===== config.mk =====
export PLATFORM = sky130hd
export DESIGN_NAME = smbus_monitor_top
export DESIGN_NICKNAME = d
export VERILOG_FILES = /design/src/verilog/smbus_mon_pkg.sv /design/src/verilog/smbus_link_if.sv /design/src/verilog/smbus_monitor_top.sv /design/src/verilog/smbus_link.sv /design/src/verilog/measurement_sequencer.sv
export SDC_FILE = /design/constraint.sdc
export NUM_CORES = 1
export LEC_CHECK = 0
export ABC_AREA = 1
export BUFFER_PORTS_ARGS = -buffer_cell sky130_fd_sc_hd__buf_2
export CORE_ASPECT_RATIO = 0.5
export CORE_MARGIN = 2
export CORE_UTILIZATION = 60
export CTS_BUF_LIST = sky130_fd_sc_hd__clkbuf_8 sky130_fd_sc_hd__clkbuf_16
export DETAILED_ROUTE_END_ITERATION = 8
export GPL_TIMING_DRIVEN = 0
export PLACE_DENSITY = 0.85
export SETUP_SLACK_MARGIN = 0.4
export SYNTH_ARGS = -nofsm -noshare
export SYNTH_HDL_FRONTEND = slang
export SYNTH_SLANG_ARGS = --single-unit

===== constraint.sdc =====
create_clock -name CLK_SYS -period 5.9 [get_ports CLK_SYS]
set_input_delay 0.295 -clock CLK_SYS [delete_from_list [all_inputs] [get_ports CLK_SYS]]
set_output_delay 0.295 -clock CLK_SYS [all_outputs]
set_load 0.05 [all_outputs]

===== src/verilog/smbus_mon_pkg.sv =====
// constants for the smbus monitor front end
package smbus_mon_pkg;
  localparam logic [6:0] ADDR_DEFAULT = 7'h2e;
  localparam logic [6:0] ADDR_SEL_BASE = 7'h2c;
  localparam logic [7:0] REG_VALUE_BASE = 8'h20;
  localparam logic [7:0] REG_CONFIG_ONE = 8'h40;
  localparam logic [7:0] REG_STATUS = 8'h41;
  localparam logic [7:0] REG_HIGH_BASE = 8'h44;
  localparam logic [7:0] REG_LOW_BASE = 8'h50;
  localparam logic [7:0] REG_OFFSET_BASE = 8'h70;
  localparam logic [7:0] REG_MASK = 8'h74;
  localparam logic [7:0] REG_THERM_TIME = 8'h79;
  localparam logic [7:0] REG_PIN_CFG = 8'h7c;
  localparam int NUM_CH = 5;
  localparam int NUM_TEMP = 3;
  localparam int TEMP_FIRST = 2;
  localparam int CFG_START_BIT = 0;
  localparam int CFG_VCC5_BIT = 7;
  localparam int PIN_ALERT_FIVE_BIT = 0;
  localparam int PIN_ALERT_MON_BIT = 1;
  localparam int PIN_THERM_BIT = 2;
  localparam int STATUS_THERM_BIT = 5;
  localparam logic [7:0] CONFIG_ONE_RESET = 8'h00;
  localparam logic [7:0] PIN_CFG_RESET = 8'h00;
  localparam logic [7:0] MASK_RESET = 8'h00;
  localparam logic [7:0] VOLT_HIGH_RESET = 8'hff;
  localparam logic [7:0] VOLT_LOW_RESET = 8'h00;
  localparam logic [7:0] TEMP_HIGH_RESET = 8'h7f;
  localparam logic [7:0] TEMP_LOW_RESET = 8'h80;
  localparam logic [7:0] OFFSET_RESET = 8'h00;
  localparam int CLK_PERIOD_NS = 4;
  localparam int THERM_TICK_NS = 1000;
  localparam int THERM_TICK_CYCLES =
    (THERM_TICK_NS + CLK_PERIOD_NS - 1) / CLK_PERIOD_NS;
  localparam logic [3:0] LAST_DATA_BIT = 4'h7;
  localparam logic [3:0] ACK_SLOT = 4'h8;
endpackage


===== src/verilog/smbus_link_if.sv =====
// bit level events passed from the smbus link to the protocol logic
`timescale 1ns/1ps
interface smbus_link_if;
  logic start;
  logic stop;
  logic byte_done;
  logic ninth_done;
  logic ack_bit;
  logic scl_fall;
  logic [3:0] bit_cnt;
  logic [7:0] rx_byte;
  logic sda_low;
  modport link (output start, stop, byte_done, ninth_done, ack_bit,
    scl_fall, bit_cnt, rx_byte, input sda_low);
  modport proto (input start, stop, byte_done, ninth_done, ack_bit,
    scl_fall, bit_cnt, rx_byte, output sda_low);
endinterface


===== src/verilog/smbus_monitor_top.sv =====
// smbus slave front end: address straps, pointer, registers, alert
// Function
// - Address-enable strap low at power-up selects address from select pin.
// - Address-enable strap high gives fixed address 0x2E.
// - Seven-bit slave address decoded from each transaction's first byte.
// - Both strap pin levels sampled from power-up to choose addressing.
// - Address latched on eighth clock rise of first matching address byte.
// - After latching, strap changes ignored until power is removed.
// - Device is a bus slave only; the master does all control.
// - First data byte of every write loads the register pointer.
// - Alert pin pulled low while any unmasked status bit is set.
// - Each status event has a mask bit that blocks the alert.
// - Each channel's high and low limit comparisons share one readable out-of-limit status bit.
// - Once started, measurements cycle repeatedly through all inputs.
// - Stored values compared with limits, outcome kept in status.
// - Temperature readings adjusted by signed per-channel offset register.
// - Config one bit 7 selects 5 V supply scaling instead of 3.3 V.
// - Either of two pins can be configured as the alert output.
// - Select pin may serve as two-way overtemperature line.
// - Select mode addresses are 0x2C with pin low, 0x2D with it high.
// - A read returns the register chosen by the pointer.
// - A second write byte is stored in the pointed register.
`timescale 1ns/1ps
module smbus_monitor_top
  import smbus_mon_pkg::*;
(
  input wire logic CLK_SYS,
  input wire logic RESET,
  input wire logic SCL_IN,
  input wire logic SDA_IN,
  output logic SDA_OUT,
  output logic SDA_OE,
  input wire logic ADDR_ENABLE_IN,
  input wire logic ADDR_SELECT_IN,
  output logic ADDR_SELECT_OUT,
  output logic ADDR_SELECT_OE,
  output logic ALERT_FIVE_OUT,
  output logic ALERT_FIVE_OE,
  output logic ALERT_MON_OUT,
  output logic ALERT_MON_OE,
  input wire logic MEAS_VALID,
  input wire logic [7:0] MEAS_VALUE,
  output logic [2:0] MEAS_CHANNEL,
  output logic SUPPLY_SCALE_5V
);
  typedef enum logic [2:0] {
    S_IDLE, S_ADDR, S_PTR, S_DATA, S_READ, S_SKIP
  } proto_state_t;

  function automatic logic in_block(input logic [7:0] p,
                                    input logic [7:0] base,
                                    input logic [7:0] n);
    in_block = (p >= base) && (p < base + n);
  endfunction

  smbus_link_if lk();
  proto_state_t state;
  proto_state_t next_state;
  logic [1:0] strap_en_sync;
  logic [1:0] strap_sel_sync;
  logic strap_en;
  logic strap_sel;
  logic latched;
  logic [6:0] addr_latched;
  logic [7:0] ptr;
  logic [7:0] tx;
  logic [7:0] rd_data;
  logic [7:0] config_one;
  logic [7:0] pin_cfg;
  logic [7:0] mask;
  logic [7:0] therm_time;
  logic [7:0] tick_cnt;
  logic [NUM_CH-1:0][7:0] high_lim;
  logic [NUM_CH-1:0][7:0] low_lim;
  logic [NUM_CH-1:0][7:0] values;
  logic [NUM_TEMP-1:0][7:0] offsets;
  logic [NUM_CH-1:0] over_hi;
  logic [NUM_CH-1:0] over_lo;
  logic ack_pend;
  logic alert_a;
  logic alert_b;
  logic therm_drive;

  smbus_link u_link (
    .clk(CLK_SYS),
    .rst(RESET),
    .scl_pin(SCL_IN),
    .sda_pin(SDA_IN),
    .sda_oe(SDA_OE),
    .lk(lk)
  );

  measurement_sequencer u_seq (
    .clk(CLK_SYS),
    .rst(RESET),
    .run(config_one[CFG_START_BIT]),
    .meas_valid(MEAS_VALID),
    .meas_value(MEAS_VALUE),
    .offsets(offsets),
    .high_lim(high_lim),
    .low_lim(low_lim),
    .channel(MEAS_CHANNEL),
    .values(values),
    .over_hi(over_hi),
    .over_lo(over_lo)
  );

  always_ff @(posedge CLK_SYS) begin
    if (RESET) begin
      strap_en_sync <= 2'h3;
      strap_sel_sync <= 2'h3;
      strap_en <= 1'b1;
      strap_sel <= 1'b1;
    end else begin
      strap_en_sync <= {strap_en_sync[0], ADDR_ENABLE_IN};
      strap_sel_sync <= {strap_sel_sync[0], ADDR_SELECT_IN};
      if (!latched) begin
        strap_en <= strap_en_sync[1];
        strap_sel <= strap_sel_sync[1];
      end
    end
  end

  wire [6:0] live_addr =
    strap_en ? ADDR_DEFAULT : (ADDR_SEL_BASE | {6'h00, strap_sel});
  wire [6:0] sel_addr = latched ? addr_latched : live_addr;
  wire addr_match = (lk.rx_byte[7:1] == sel_addr);
  wire is_read = lk.rx_byte[0];
  wire addr_byte = lk.byte_done && (state == S_ADDR);
  wire latch_now = addr_byte && addr_match && !latched;
  wire rd_load = (addr_byte && addr_match && is_read) ||
    (lk.ninth_done && state == S_READ && !lk.ack_bit);
  wire wr_en = lk.byte_done && (state == S_DATA);
  wire [7:0] wr_data = lk.rx_byte;

  always_ff @(posedge CLK_SYS) begin
    if (RESET) begin
      latched <= 1'b0;
      addr_latched <= ADDR_DEFAULT;
    end else if (latch_now) begin
      latched <= 1'b1;
      addr_latched <= sel_addr;
    end
  end

  always_comb begin
    next_state = state;
    if (lk.stop) begin
      next_state = S_IDLE;
    end else if (lk.start) begin
      next_state = S_ADDR;
    end else if (lk.byte_done) begin
      case (state)
        S_ADDR: begin
          if (!addr_match) next_state = S_SKIP;
          else if (is_read) next_state = S_READ;
          else next_state = S_PTR;
        end
        S_PTR: next_state = S_DATA;
        S_DATA: next_state = S_SKIP;
        default: next_state = state;
      endcase
    end else if (lk.ninth_done && state == S_READ && lk.ack_bit) begin
      next_state = S_SKIP;
    end
  end

  always_ff @(posedge CLK_SYS) begin
    if (RESET) state <= S_IDLE;
    else state <= next_state;
  end

  always_ff @(posedge CLK_SYS) begin
    if (RESET || lk.start || lk.stop || lk.ninth_done) begin
      ack_pend <= 1'b0;
    end else if (lk.byte_done) begin
      ack_pend <= (state == S_ADDR) ? addr_match :
        (state == S_PTR) || (state == S_DATA);
    end
  end

  always_ff @(posedge CLK_SYS) begin
    if (RESET) ptr <= 8'h00;
    else if (lk.byte_done && state == S_PTR) ptr <= lk.rx_byte;
  end

  always_ff @(posedge CLK_SYS) begin
    if (RESET) tx <= 8'h00;
    else if (rd_load) tx <= rd_data;
  end

  // data bits change on the falling clock only
  wire tx_bit = tx[3'(LAST_DATA_BIT - lk.bit_cnt)];
  wire next_sda_low = (lk.bit_cnt == ACK_SLOT) ? ack_pend :
    (state == S_READ) && !lk.bit_cnt[3] && !tx_bit;

  always_ff @(posedge CLK_SYS) begin
    if (RESET || lk.start || lk.stop) lk.sda_low <= 1'b0;
    else if (lk.scl_fall) lk.sda_low <= next_sda_low;
  end

  wire hit_value = in_block(ptr, REG_VALUE_BASE, 8'(NUM_CH));
  wire hit_high = in_block(ptr, REG_HIGH_BASE, 8'(NUM_CH));
  wire hit_low = in_block(ptr, REG_LOW_BASE, 8'(NUM_CH));
  wire hit_off = in_block(ptr, REG_OFFSET_BASE, 8'(NUM_TEMP));
  wire [7:0] idx_value = ptr - REG_VALUE_BASE;
  wire [7:0] idx_high = ptr - REG_HIGH_BASE;
  wire [7:0] idx_low = ptr - REG_LOW_BASE;
  wire [7:0] idx_off = ptr - REG_OFFSET_BASE;

  wire therm_en = pin_cfg[PIN_THERM_BIT] && latched;
  wire therm_active = therm_en && !strap_sel_sync[1] && !therm_drive;
  wire [7:0] status = 8'(over_hi | over_lo) |
    (8'(therm_active) << STATUS_THERM_BIT);
  wire alert_active = |(status & ~mask);

  always_comb begin
    rd_data = 8'h00;
    if (hit_value) rd_data = values[idx_value[2:0]];
    else if (hit_high) rd_data = high_lim[idx_high[2:0]];
    else if (hit_low) rd_data = low_lim[idx_low[2:0]];
    else if (hit_off) rd_data = offsets[idx_off[1:0]];
    else if (ptr == REG_CONFIG_ONE) rd_data = config_one;
    else if (ptr == REG_STATUS) rd_data = status;
    else if (ptr == REG_MASK) rd_data = mask;
    else if (ptr == REG_PIN_CFG) rd_data = pin_cfg;
    else if (ptr == REG_THERM_TIME) rd_data = therm_time;
  end

  always_ff @(posedge CLK_SYS) begin
    if (RESET) begin
      config_one <= CONFIG_ONE_RESET;
      pin_cfg <= PIN_CFG_RESET;
      mask <= MASK_RESET;
    end else if (wr_en) begin
      if (ptr == REG_CONFIG_ONE) config_one <= wr_data;
      if (ptr == REG_PIN_CFG) pin_cfg <= wr_data;
      if (ptr == REG_MASK) mask <= wr_data;
    end
  end

  always_ff @(posedge CLK_SYS) begin
    if (RESET) begin
      for (int i = 0; i < NUM_CH; i++) begin
        high_lim[i] <= (i >= TEMP_FIRST) ? TEMP_HIGH_RESET : VOLT_HIGH_RESET;
        low_lim[i] <= (i >= TEMP_FIRST) ? TEMP_LOW_RESET : VOLT_LOW_RESET;
      end
      for (int i = 0; i < NUM_TEMP; i++) begin
        offsets[i] <= OFFSET_RESET;
      end
    end else if (wr_en) begin
      if (hit_high) high_lim[idx_high[2:0]] <= wr_data;
      if (hit_low) low_lim[idx_low[2:0]] <= wr_data;
      if (hit_off) offsets[idx_off[1:0]] <= wr_data;
    end
  end

  // overtemperature input timer, cleared by reading it
  wire tick = therm_active && (tick_cnt == 8'(THERM_TICK_CYCLES - 1));
  wire therm_clear = rd_load && (ptr == REG_THERM_TIME);
  wire [7:0] therm_base = therm_clear ? 8'h00 : therm_time;

  always_ff @(posedge CLK_SYS) begin
    if (RESET || !therm_active || tick) tick_cnt <= 8'h00;
    else tick_cnt <= tick_cnt + 8'h01;
  end

  always_ff @(posedge CLK_SYS) begin
    if (RESET) therm_time <= 8'h00;
    else if (tick && therm_base != 8'hff) therm_time <= therm_base + 8'h01;
    else therm_time <= therm_base;
  end

  always_ff @(posedge CLK_SYS) begin
    if (RESET) therm_drive <= 1'b0;
    else therm_drive <= therm_en && |over_hi[NUM_CH-1:TEMP_FIRST];
  end

  always_ff @(posedge CLK_SYS) begin
    if (RESET) begin
      alert_a <= 1'b0;
      alert_b <= 1'b0;
    end else begin
      alert_a <= pin_cfg[PIN_ALERT_FIVE_BIT] && alert_active;
      alert_b <= pin_cfg[PIN_ALERT_MON_BIT] && alert_active;
    end
  end

  assign SDA_OUT = 1'b0;
  assign ADDR_SELECT_OUT = 1'b0;
  assign ADDR_SELECT_OE = therm_drive;
  assign ALERT_FIVE_OUT = 1'b0;
  assign ALERT_FIVE_OE = alert_a;
  assign ALERT_MON_OUT = 1'b0;
  assign ALERT_MON_OE = alert_b;
  assign SUPPLY_SCALE_5V = config_one[CFG_VCC5_BIT];
endmodule // smbus_monitor_top


===== src/verilog/smbus_link.sv =====
// smbus pin synchroniser, start/stop detection and bit shifter
`timescale 1ns/1ps
module smbus_link
  import smbus_mon_pkg::*;
(
  input wire logic clk,
  input wire logic rst,
  input wire logic scl_pin,
  input wire logic sda_pin,
  output logic sda_oe,
  smbus_link_if.link lk
);
  logic [1:0] scl_sync;
  logic [1:0] sda_sync;
  logic scl_prev;
  logic sda_prev;
  logic [6:0] shift;
  wire scl_now = scl_sync[1];
  wire sda_now = sda_sync[1];
  wire rise = scl_now & ~scl_prev;
  wire start_seen = scl_now & scl_prev & sda_prev & ~sda_now;
  wire stop_seen = scl_now & scl_prev & ~sda_prev & sda_now;
  wire last_bit = (lk.bit_cnt == LAST_DATA_BIT);
  wire ack_slot = (lk.bit_cnt == ACK_SLOT);

  always_ff @(posedge clk) begin
    if (rst) begin
      scl_sync <= 2'h3;
      sda_sync <= 2'h3;
      scl_prev <= 1'b1;
      sda_prev <= 1'b1;
    end else begin
      scl_sync <= {scl_sync[0], scl_pin};
      sda_sync <= {sda_sync[0], sda_pin};
      scl_prev <= scl_now;
      sda_prev <= sda_now;
    end
  end

  always_ff @(posedge clk) begin
    if (rst) begin
      lk.start <= 1'b0;
      lk.stop <= 1'b0;
      lk.byte_done <= 1'b0;
      lk.ninth_done <= 1'b0;
    end else begin
      lk.start <= start_seen;
      lk.stop <= stop_seen;
      lk.byte_done <= rise & last_bit;
      lk.ninth_done <= rise & ack_slot;
    end
  end

  // falling clock edge is passed on at once to keep sda setup time
  assign lk.scl_fall = ~scl_now & scl_prev;

  always_ff @(posedge clk) begin
    if (rst || start_seen || stop_seen) begin
      lk.bit_cnt <= 4'h0;
    end else if (rise) begin
      lk.bit_cnt <= ack_slot ? 4'h0 : lk.bit_cnt + 4'h1;
    end
  end

  always_ff @(posedge clk) begin
    if (rst) begin
      shift <= 7'h00;
      lk.rx_byte <= 8'h00;
      lk.ack_bit <= 1'b1;
    end else if (rise) begin
      if (last_bit) begin
        lk.rx_byte <= {shift, sda_now};
      end else if (ack_slot) begin
        lk.ack_bit <= sda_now;
      end else begin
        shift <= {shift[5:0], sda_now};
      end
    end
  end

  assign sda_oe = lk.sda_low;
endmodule // smbus_link


===== src/verilog/measurement_sequencer.sv =====
// round robin measurement store with offset and limit comparison
`timescale 1ns/1ps
module measurement_sequencer
  import smbus_mon_pkg::*;
(
  input wire logic clk,
  input wire logic rst,
  input wire logic run,
  input wire logic meas_valid,
  input wire logic [7:0] meas_value,
  input wire logic [NUM_TEMP-1:0][7:0] offsets,
  input wire logic [NUM_CH-1:0][7:0] high_lim,
  input wire logic [NUM_CH-1:0][7:0] low_lim,
  output logic [2:0] channel,
  output logic [NUM_CH-1:0][7:0] values,
  output logic [NUM_CH-1:0] over_hi,
  output logic [NUM_CH-1:0] over_lo
);
  function automatic logic [7:0] add_offset(input logic [7:0] raw,
                                            input logic [7:0] off);
    logic signed [8:0] sum;
    sum = $signed({raw[7], raw}) + $signed({off[7], off});
    if (sum > 9'sh07f) add_offset = 8'h7f;
    else if (sum < -9'sh080) add_offset = 8'h80;
    else add_offset = sum[7:0];
  endfunction

  function automatic logic above(input logic [7:0] a, input logic [7:0] b,
                                 input logic signed_cmp);
    above = signed_cmp ? ($signed(a) > $signed(b)) : (a > b);
  endfunction

  wire is_temp = (channel >= 3'(TEMP_FIRST));
  wire [2:0] temp_idx = channel - 3'(TEMP_FIRST);
  wire [1:0] off_sel = is_temp ? temp_idx[1:0] : 2'h0;
  wire last_ch = (channel == 3'(NUM_CH - 1));
  wire [7:0] adjusted =
    is_temp ? add_offset(meas_value, offsets[off_sel]) : meas_value;

  always_ff @(posedge clk) begin
    if (rst || !run) begin
      channel <= 3'h0;
    end else if (meas_valid) begin
      channel <= last_ch ? 3'h0 : channel + 3'h1;
    end
  end

  always_ff @(posedge clk) begin
    if (rst) begin
      values <= '0;
      over_hi <= '0;
      over_lo <= '0;
    end else if (run && meas_valid) begin
      values[channel] <= adjusted;
      over_hi[channel] <= above(adjusted, high_lim[channel], is_temp);
      over_lo[channel] <= above(low_lim[channel], adjusted, is_temp);
    end
  end
endmodule // measurement_sequencer


[After elaboration in Yosys (flattened, before gate mapping)]
Cells that the tools add are included.
Word-level totals
  register bits after elaboration: 265
  input bits: 15
  output and inout port bits: 12
  logic and storage cells: 251
Cells by class
  add/sub/neg operators: 11
  $lt $le $gt $ge: 26
  equal/unequal tests: 17
  multiplexer cells: 61
  bitwise logic cells: 19
  reductions and logical operators: 64
Operator list (count)
  $mux W8: 25
  $bmux W8 S3: 5
  $bwmux W40: 3
  $demux W8 S3: 3
  $eq A8 B7 Y1 const B: 5
  $bmux W8 S2: 2
  $gt A8 B8 Y1: 4
  $logic_and A1 B1 Y1: 29
  $bwmux W24: 1
  $ge A8 B7 Y1 const B: 3
  $lt A8 B7 Y1 const B: 3
  $lt A3 B4 Y1 const B: 5
  $reduce_and A2 Y1: 9
  $add A8 B1 Y8 const B: 2
  $demux W8 S2: 1
  $mux W3: 5
  $bwmux W5: 2
  $logic_or A1 B1 Y1: 10
  $add A8 B8 Y9: 1
  $and A1 B1 Y1: 9
  $ge A3 B1 Y1 const B: 3
  $gt A9 B8 Y1 const B: 1
  $lt A9 B8 Y1 const B: 1
  $pmux W3 S3: 1
  40 further kinds: 65

[Longest topological paths before layout]
Gate-level depths: netlist (run 1).
  word-level depth: 12
  mapped depth: 30
  gate-level depth less buffers: 29

[Modules after synthesis]
Synthesis (run 1) repeated with hierarchy kept, for this count alone.
Second synthesis, totals
  cell total of the unflattened synthesis: 1821
  area total of the unflattened synthesis: 13392.8 µm²
Modules (own cells, without submodules)
  smbus_monitor_top: instances 1, cells each 1162, area an instance 8582.0 µm², seq. area each 3643.5 µm²
  measurement_sequencer: instances 1, cells each 495, area an instance 3549.7 µm², seq. area each 1061.0 µm²
  smbus_link: instances 1, cells each 164, area an instance 1261.2 µm², seq. area each 600.6 µm²

[Worst setup path after synthesis (run 1)]
Ideal clock, no wire load.
  path type: register -> register
  from: reg u_seq.channel[2]
  to: reg u_seq.over_lo[0]
  library setup time: 0.070 ns
  arrival time: 4.211 ns
  required time: 5.830 ns
  path slack: 1.619 ns
  cell stages (with the launch flop): 28
  path buffers: 1
  period minus slack after synthesis: 4.281 ns
  path through: dfxtp_1 > buf_6 > nand2_2 > nor2_4 > clkinv_1 > o22ai_1 > ha_1 > inv_1 > fa_1 > nand3b_1 > nand2_1 > nand2_1 > nand2_1 > nand2_1 > nand3_1 > inv_1 > nor2_1 > o22ai_1 > ha_1 > nand2_1 > inv_1 > a221oi_1 > o21ai_0 > inv_1 > nand2_1 > nand2_1 > nand3_2 > a21oi_1
Between the ends
  longest elaborated chain between the ends: 12
  elaborated cells on any way between the ends: 21
  classes of those cells: add/sub (1); order compare (7); mux (12); reduce/logical (1)
Ends and longest elaborated chain
  start, declared: RTL line measurement_sequencer.sv:14  | output logic [2:0] channel,
  start signal, assigned: RTL line measurement_sequencer.sv:44  | channel <= last_ch ? 3'h0 : channel + 3'h1;
  $ge A3 B2 Y1: RTL line measurement_sequencer.sv:33  | wire is_temp = (channel >= 3'(TEMP_FIRST));
  $mux W2: RTL line measurement_sequencer.sv:35  | wire [1:0] off_sel = is_temp ? temp_idx[1:0] : 2'h0;
  $bmux W8 S2: RTL line measurement_sequencer.sv:38  | is_temp ? add_offset(meas_value, offsets[off_sel]) : meas_value;
  $mux W8 (implied by the code): RTL line measurement_sequencer.sv:38
  $add A8 B8 Y9: RTL line measurement_sequencer.sv:22  | sum = $signed({raw[7], raw}) + $signed({off[7], off});
  $lt A9 B8 Y1: RTL line measurement_sequencer.sv:24  | else if (sum < -9'sh080) add_offset = 8'h80;
  $mux W8: RTL line measurement_sequencer.sv:24
  $mux W8: RTL line measurement_sequencer.sv:23  | if (sum > 9'sh07f) add_offset = 8'h7f;
  $mux W8: RTL line measurement_sequencer.sv:38
  $gt A8 B8 Y1: RTL line measurement_sequencer.sv:30  | above = signed_cmp ? ($signed(a) > $signed(b)) : (a > b);
  $mux W1: RTL line measurement_sequencer.sv:30
  $bwmux W5 (*): RTL line measurement_sequencer.sv:56  | over_lo[channel] <= above(low_lim[channel], adjusted, is_temp);
  end signal, assigned by index: RTL line measurement_sequencer.sv:56
  end, declared: RTL line measurement_sequencer.sv:17  | output logic [NUM_CH-1:0] over_lo
Every way passes the cells marked *; elsewhere a longest branch is shown, timed or not. The select of a mux whose other input is x is not followed.
A chain may end at the register's enable or synchronous reset.

[Final worst setup path (run 1)]
  from: reg u_seq.channel[1]
  to: reg u_seq.over_lo[1]
Between the ends
  longest elaborated chain between the ends: 12
  elaborated cells on any way between the ends: 22
  classes of those cells: add/sub (2); order compare (7); mux (12); reduce/logical (1)
Ends and longest elaborated chain (RTL line)
  $ge A3 B2 Y1 / $sub A2 B2 Y2 (equally long branches): measurement_sequencer.sv:33, measurement_sequencer.sv:34
  $mux W2: measurement_sequencer.sv:35
  $bmux W8 S2: measurement_sequencer.sv:38
  $mux W8 (implied by the code): measurement_sequencer.sv:38
  $add A8 B8 Y9: measurement_sequencer.sv:22
  $lt A9 B8 Y1: measurement_sequencer.sv:24
  $mux W8: measurement_sequencer.sv:24
  $mux W8: measurement_sequencer.sv:23
  $mux W8: measurement_sequencer.sv:38
  $gt A8 B8 Y1: measurement_sequencer.sv:30
  $mux W1: measurement_sequencer.sv:30
  $bwmux W5 (*): measurement_sequencer.sv:56
Marked as above.

==> impl_metrics.ini, run 1 <==
[timing]
skew_ps = 24.0
fmax_mhz = 190
fin_crit_sh_pct = 89.4
rsz0062_at_grt = no
hold_violations = 0
setup_viol = 0
tns_ps = 0
tightest_slew_ps = 1270
maxSlewViolCount = 0
relSlewSlack_pct = 13.0
setup_ws_ps = 626
layout_min_cycle_time_ps = 5270

[floorplan]
chipHeight_um = 108
core_area_mm2 = 0.0208
die_w_um = 211
die_area_mm2 = 0.0228
initial_core_util_pct = 62.0
rows = 37
io_pins = 27

[drt]
ant_nets = 0
vias_per_cell = 6.23
vias = 13000
drc = 0
wl_per_cell_um = 20.9
dr.pass1.iters = 6
routed_wl_um = 43700
drtIter0Drc = 2009

[place]
placed_cell_area_mm2 = 0.0134
portBuffers = 22
post-place-ws_ps = 782
dp_hpwl_um = 31300
gp_congestion = 1.07

[critical_path]
crit_required_ps = 6360
cp.arrival_ps = 5730
worst_r2r_endpoint = u_seq.over_lo[1]
slowest_stage = clkinv_1
r2r_cells = 28
end_kind = flip-flop
start_kind = flip-flop
path_class = flip-flop to flip-flop
cp-endpoint = u_seq.over_lo[1]
startpoint = u_seq.channel[1]
path_max_fanout = 9
crit_path_frequent_cell = nand2_1
rrSetupSlack_ps = 630
max_stage_delay_ps = 410
reg2reg_from = u_seq.channel[1]

[synthesis]
synth_edf_count = 0
synth_most_common_cell = dfxtp_1
ys_seq_area_share_pct = 41.1
synth.cell_area_mm2 = 0.0129
synth.top_cells.by_count = dfxtp_1 (265), o21ai_0 (243), a21oi_1 (235), nand2_1 (203), inv_1 (193)
synth_area_leader_cell = dfxtp_1
yosysWarnings = 0
yosys.cell_types.count = 65
synth_flop_cell = dfxtp_1
synth_top_area_share_pct = 41.1
ys_seq_elements = 265
synthArstFlopShare_pct = 0
synth_area_leaders = dfxtp_1 (41%), o21ai_0 (9.4%), a21oi_1 (9.1%)
synth_cells = 1745
avgSynthCellArea_um2 = 7.40

[clocking]
cts_buffers = 23
cts_sinks = 265
clock_latency_ps = 540
cts_root_buf = clkbuf_16
cts.clk_slew.worst_paths_ps = 70
cts_tree = built
ctsHtreeMaxLevel = 1
ctsLongestPathBuffers = 3

[global_route]
grt_usage_pct = 38.1
antenna_found_initial = 1
grt_max_degree = 16
grt_overflow = 0
grt_pass1_vias = 11746
grt_first_pass_wirelength_um = 65600

[power_and_ir_drop]
combinationalPowerShare_pct = 3.5
leakage_nw = 5.88
sequentialPowerShare_pct = 52.2
clock_power_share_pct = 44.3
swShare_pct = 22.9
power.internal_w = 0.00266
p_switching_w = 0.000789
pwr_density_cell_mw_per_mm2 = 243
ir_drop_mv = 0.216

[layout]
final_cell_area_mm2 = 0.0142
syn2layout_area_growth_pct = 9.68
multi_input_area_mm2 = 0.00636
regArea_mm2 = 0.00531
fillers = 1824
nets = 1839
drive_gt1_share_pct = 9.38
post-route-util_pct = 68.0

[status]
outcome = finished clean

[run]
cap_violations = 0

[hold_path]
worstHoldPathType = input pin to flip-flop
==> routing by layer <==
| metal | track usage [%] | vias to the layer above | share of wire, % |
|---|---|---|---|
| met5 | 4.14 | - | 0.27 |
| met4 | 12.6 | 2 | 3.3 |
| met3 | 18.5 | 122 | 17 |
| met2 | 54.4 | 840 | 40 |
| met1 | 49.6 | 5966 | 40 |
| li1 | - | 6070 | - |
==> worst min path at each step <==
| stage | from | endpoint | slack (ps) | cells after the start |
|---|---|---|---|---|
| 2_1_floorplan | strap_en_sync[0] | strap_en_sync[1] | 390 | 1 |
| 3_3_place_gp | strap_sel_sync[0] | strap_sel_sync[1] | 390 | 1 |
| 3_5_place_dp | u_link.sda_sync[0] | u_link.sda_sync[1] | 400 | 1 |
| 4_1_cts | MEAS_VALID | u_seq.channel[0] | 50 | 2 |
| 5_1_grt | MEAS_VALID | u_seq.channel[0] | 60 | 2 |
| 6_report | MEAS_VALID | u_seq.channel[0] | 50 | 2 |
==> critical path, delay by kind of cell, from the launching register on <==
kind	cells	cell delay, ps
AOI/OAI and AO/OA	5	1100
adders and majority gates	3	930
buffers and inverters	7	1120
DFF	1	350
and+or+nand+nor	13	1700
==> layout make-up <==
type / instances / share of cell area [%]
Multi-Input combinational cell: 1170 / 44.9
Sequential cell: 265 / 37.5
Inverter: 218 / 5.80
Clock buffer: 29 / 4.65
Buffer: 95 / 3.19
Tap cell: 273 / 2.41
Timing Repair Buffer: 26 / 1.06
Clock inverter: 10 / 0.504
Antenna cell: 2 / 0.0353
==> logic make-up after synthesis <==
| kind of cell | synth area share [%] |
|---|---|
| other cells | 0.0290 |
| simple gates | 17.2 |
| flops | 41.1 |
| compound gates | 28.2 |
| buf+inv | 9.87 |
| fa+ha+maj | 2.48 |
| xor+xnor | 1.09 |
==> per-stage QoR <==
stage	hold slack [ps]	power (W)	instances
global route	62.6	0.00351	2086
CTS	49.0	0.00343	2086
floorplan	389	0.00191	1748
detailed placement	396	0.00195	2043
finish	50.2	0.00344	2088
global placement	392	0.00195	2043
==> repair_timing <==
action,CTS,global route
resized for setup,0,2
buffers inserted,0,0
hold buffers,4,0
hold endpoints to repair,4,0
endpoints found under the setup margin,0,10
==> registers in the layout, indices dropped and copies added, names as in the netlist, 8 cells and up <==
| signal | count |
|---|---|
| offsets | 24 |
| config_one | 8 |
| u_seq.values | 40 |
| pin_cfg | 8 |
| tick_cnt | 8 |
| mask | 8 |
| therm_time | 8 |
| ptr | 8 |
| low_lim | 40 |
| u_link.lk.rx_byte | 8 |
| tx | 8 |
| high_lim | 40 |
==> cells in the final DEF, fill, tap and decap left out, types with 13 or more instances in the layout <==
cell type,count
dfxtp_1,265
o21ai_0,243
a21oi_1,235
nand2_1,203
inv_1,198
nor2_1,126
clkbuf_1,61
nand3_1,53
buf_2,40
o22ai_1,39
a22oi_1,26
ha_1,24
clkbuf_16,23
nor3_1,21
o211ai_1,20
or2_2,16
inv_2,15
nand4_1,13
==> power groups by stage <==
stage / combinational (W) / clock (W) / sequential, W
2_1_floorplan: 0.0000743 / 0 / 0.00184
3_3_place_gp: 0.000111 / 0 / 0.00184
3_5_place_dp: 0.000113 / 0 / 0.00184
4_1_cts: 0.000116 / 0.00151 / 0.00180
5_1_grt: 0.000132 / 0.00158 / 0.00180
6_report: 0.000121 / 0.00153 / 0.00180
Power figures use the tool's default switching activity.
==> run 2, diff against run 1 <==
- MAX_ROUTING_LAYER: not set -> met4
- PLACE_DENSITY: 0.85 -> 0.78
==> impl_metrics.ini, run 2 (synthesis gave the netlist of run 1 again) <==
[floorplan]
core_area_mm2 = 0.0208
rows = 37
chipHeight_um = 108
die_area_mm2 = 0.0228
initial_core_util_pct = 62.0
die_w_um = 211
io_pins = 27

[clocking]
ctsHtreeMaxLevel = 1
ctsLongestPathBuffers = 3
cts_buffers = 24
cts_tree = built
clock_latency_ps = 540
cts_root_buf = clkbuf_16
cts_sinks = 265
cts.clk_slew.worst_paths_ps = 70

[timing]
layout_min_cycle_time_ps = 5050
skew_ps = 13.6
tns_ps = 0
setup_viol = 0
relSlewSlack_pct = 7.51
rsz0062_at_grt = no
fin_crit_sh_pct = 85.5
hold_violations = 0
fmax_mhz = 198
setup_ws_ps = 854
maxSlewViolCount = 0
tightest_slew_ps = 1350

[place]
dp_hpwl_um = 36300
post-place-ws_ps = 678
gp_congestion = 1.03
portBuffers = 22
placed_cell_area_mm2 = 0.0134

[layout]
regArea_mm2 = 0.00531
mostFrequentLayoutCell = dfxtp_1
multi_input_area_mm2 = 0.00636
fillers = 1684
drive_gt1_share_pct = 9.73
top_regs = high_lim: 40 flops, low_lim: 40 flops, u_seq.values: 40 flops
mostFrequentLayoutCells = dfxtp_1 (265), o21ai_0 (243), a21oi_1 (235)
final_cell_area_mm2 = 0.0143
syn2layout_area_growth_pct = 10.8
nets = 1841

[critical_path]
start_kind = flip-flop
slowest_stage = fa_1
max_stage_delay_ps = 410
path_max_fanout = 9
reg2reg_from = u_seq.channel[1]
crit_path_frequent_cell = nand2_1
path_class = flip-flop to flip-flop
cp_num_buf_inv = 7
end_kind = flip-flop
startpoint = u_seq.channel[1]
crit_required_ps = 6370
cpLargestDelayFamily = simple AND/OR/NAND/NOR gates
cp.arrival_ps = 5510

[status]
outcome = finished clean

[run]
cap_violations = 0

[power_and_ir_drop]
power.internal_w = 0.00284
combinationalPowerShare_pct = 3.5
swShare_pct = 22.8
sequentialPowerShare_pct = 48.8
leakage_nw = 5.95
ir_drop_mv = 0.217
p_switching_w = 0.000838
p_total_w = 0.00368
pwr_density_cell_mw_per_mm2 = 257
clock_power_share_pct = 47.6

[global_route]
grt_overflow = 0
grt_usage_pct = 45.5
antenna_found_initial = 1
grt_max_degree = 16
grt_pass1_vias = 12555
grt_first_pass_wirelength_um = 75300

[drt]
vias = 13972
routed_wl_um = 51000
drtIter0Drc = 2304
drc = 0
vias_per_cell = 6.68
wl_per_cell_um = 24.3
dr.pass1.iters = 9
ant_nets = 0

[hold_path]
hp-start = MEAS_VALID
worstHoldPathType = input pin to flip-flop
run 2: cell count changes in the layout (fill, tap and decap cells not counted), moves of 2 or more:
cell | before | now
clkbuf_16 | 23 | 25
bufinv_16 | 1 | 5
clkinvlp_4 | 1 | 3
inv_1 | 198 | 200
clkbuf_8 | 6 | 2
run 2: power groups by stage:
stage                     Combinational, W  Clock, W  Sequential (W)
after floorplan                  0.0000743         0         0.00184
after global placement            0.000111         0         0.00184
after detailed placement          0.000116         0         0.00184
after CTS                         0.000120   0.00173         0.00180
after global routing              0.000137   0.00181         0.00180
final                             0.000130   0.00175         0.00180
run 2: repair_timing:
action / CTS / global route
gates resized for setup: 0 / 5
hold buffers: 4 / 0
setup buffers: 0 / 1
setup endpoints to repair: 0 / 10
endpoints found under the hold margin: 4 / 0
run 2: final cells by class:
| type | count | share of cell area [%] |
|---|---|---|
| Timing Repair Buffer | 27 | 1.10 |
| Sequential cell | 265 | 37.1 |
| Tap cell | 273 | 2.39 |
| Clock inverter | 17 | 1.44 |
| Inverter | 218 | 5.77 |
| Multi-Input combinational cell | 1170 | 44.5 |
| Buffer | 95 | 3.16 |
| Antenna cell | 1 | 0.0175 |
| Clock buffer | 27 | 4.57 |
run 2: path summary, 6_finish.rpt:
| path | end | slack [ps] | depth (start not counted) |
|---|---|---|---|
| worst min-delay path | u_seq.channel[0] | 60 | 2 |
| worst min register to register | u_link.sda_sync[1] | 420 | 1 |
| worst max register to register | u_seq.over_lo[0] | 850 | 28 |
| worst max-delay path | u_seq.over_lo[0] | 850 | 28 |
run 2: metrics by stage:
step	cells	hold slack [ps]	utilization, %
floorplan	1748	389	-
global placement	2043	393	64.2
detailed placement	2043	401	64.2
CTS	2091	39.1	68.5
global route	2093	65.6	68.7
finish	2093	55.5	68.7
run 2: metal layers:
| metal | vias up | GRT usage (%) | share of wire [%] |
|---|---|---|---|
| met5 | - | - | 0 |
| met4 | 0 | 13.1 | 3.5 |
| met3 | 182 | 15.0 | 15 |
| met2 | 1165 | 64.8 | 40 |
| met1 | 6541 | 61.5 | 41 |
| li1 | 6084 | - | - |
==> run 3, diff against run 2 <==
- CTS_CLUSTER_DIAMETER: not set -> 80
- PLACE_DENSITY: 0.78 -> 0.76
==> impl_metrics.ini, run 3 (synthesis gave the netlist of run 1 again) <==
[status]
outcome = finished clean

[floorplan]
die_w_um = 211
die_area_mm2 = 0.0228
io_pins = 27
rows = 37
chipHeight_um = 108
initial_core_util_pct = 62.0
core_area_mm2 = 0.0208

[drt]
dr.pass1.iters = 7
drc = 0
vias_per_cell = 6.38
wirelength_met1_um = 18900
wl_per_cell_um = 22.2
wl_met2_um = 18700
dr_wl_met3_um = 7500
ant_nets = 0
vias = 13325
drtIter0Drc = 2346
highest_layer = met4
routed_wl_um = 46400

[critical_path]
cpLargestDelayFamily = simple AND/OR/NAND/NOR gates
crit_required_ps = 6360
slowest_stage = fa_1
max_stage_delay_ps = 390
r2r_cells = 28
path_class = flip-flop to flip-flop
crit_path_frequent_cell = nand2_1
cp_num_buf_inv = 7
rrSetupSlack_ps = 860
path_max_fanout = 9
cp.arrival_ps = 5500
end_kind = flip-flop
reg2reg_from = u_seq.channel[1]
worst_r2r_endpoint = u_seq.over_lo[0]
start_kind = flip-flop

[global_route]
grt_pass1_vias = 12223
grt_usage_pct = 41.7
grt_overflow = 0
grt_max_degree = 16
antenna_found_initial = 1
grt_first_pass_wirelength_um = 69500

[layout]
top_regs = high_lim: 40 flops, low_lim: 40 flops, u_seq.values: 40 flops
syn2layout_area_growth_pct = 10.7
drive_gt1_share_pct = 9.81
mostFrequentLayoutCells = dfxtp_1 (265), o21ai_0 (243), a21oi_1 (235)
mostFrequentLayoutCell = dfxtp_1
post-route-util_pct = 68.6
nets = 1842

[timing]
relSlewSlack_pct = 21.3
tns_ps = 0
maxSlewViolCount = 0
fin_crit_sh_pct = 85.4
skew_ps = 11.9
tightest_slew_ps = 1150
fmax_mhz = 198
layout_min_cycle_time_ps = 5040
setup_viol = 0
rsz0062_at_grt = no
hold_violations = 0

[hold_path]
holdPathStages = 3
worstHoldPathType = input pin to flip-flop
worst_hold_path.endpoint = state[0]
hp-start = RESET

[clocking]
cts_root_buf = clkbuf_16
cts.clk_slew.worst_paths_ps = 60
cts_buffers = 24
cts_tree = built
ctsHtreeMaxLevel = 1
cts_sinks = 265
ctsLongestPathBuffers = 3
clock_latency_ps = 540

[place]
gp_congestion = 1.13
portBuffers = 22
dp_hpwl_um = 34200

[power_and_ir_drop]
p_total_w = 0.00364
leakage_nw = 5.94
pwr_density_cell_mw_per_mm2 = 255
ir_drop_mv = 0.180

[run]
cap_violations = 0
[run 3: repair_timing]
action / 4_1_cts / 5_1_grt
setup endpoints to repair: 0 / 10
resized for setup: 0 / 5
hold endpoints to repair: 4 / 0
hold buffers: 4 / 0
buffers inserted: 0 / 2
[run 3: how the worst max path moves through the flow]
stage,start,endpoint,slack [ps],cells past startpoint
floorplan,u_seq.channel[2],u_seq.over_lo[0],1620,27
global placement,u_seq.channel[1],u_seq.over_lo[3],780,25
detailed placement,u_seq.channel[1],u_seq.over_lo[0],720,25
CTS,u_seq.channel[1],u_seq.over_lo[3],660,25
global route,u_seq.channel[1],u_seq.over_lo[0],520,28
finish,u_seq.channel[1],u_seq.over_lo[0],860,28
[run 3: routing by layer]
layer,up-vias,global-route usage [%]
li1,6069,-
met1,6193,54.9
met2,931,59.4
met3,132,16.5
met4,0,10.8
met5,-,-
[run 3: cell type report]
| cell class | count | area [um2] |
|---|---|---|
| clock inverter | 11 | 178 |
| tap | 273 | 342 |
| buffer | 95 | 452 |
| clock buffer | 28 | 667 |
| antenna | 1 | 2.50 |
| inverter | 218 | 826 |
| fill | 1782 | 6530 |
| timing repair buffer | 28 | 165 |
| sequential | 265 | 5310 |
| multi-input combinational | 1170 | 6360 |
[run 3: tightest hold or removal path: stages]
cell	delay, ps
buf_2	110
or2_2	120
a21oi_1	40
[run 3: where the power goes]
group          internal (W)  switching [W]  leakage [nW]  total, W
clock network       0.00102       0.000705         0.427   0.00172
logic             0.0000352      0.0000875          3.38  0.000123
registers           0.00179     0.00000350          2.14   0.00180
[run 3: through the flow]
step	setup slack (ps)	hold slack, ps	std cells	area (um2)
2_1_floorplan	1620	389	1748	12900
3_3_place_gp	782	394	2043	13400
3_5_place_dp	716	403	2043	13400
4_1_cts	660	46.1	2086	14300
5_1_grt	516	70.9	2089	14300
6_report	860	64.0	2089	14300
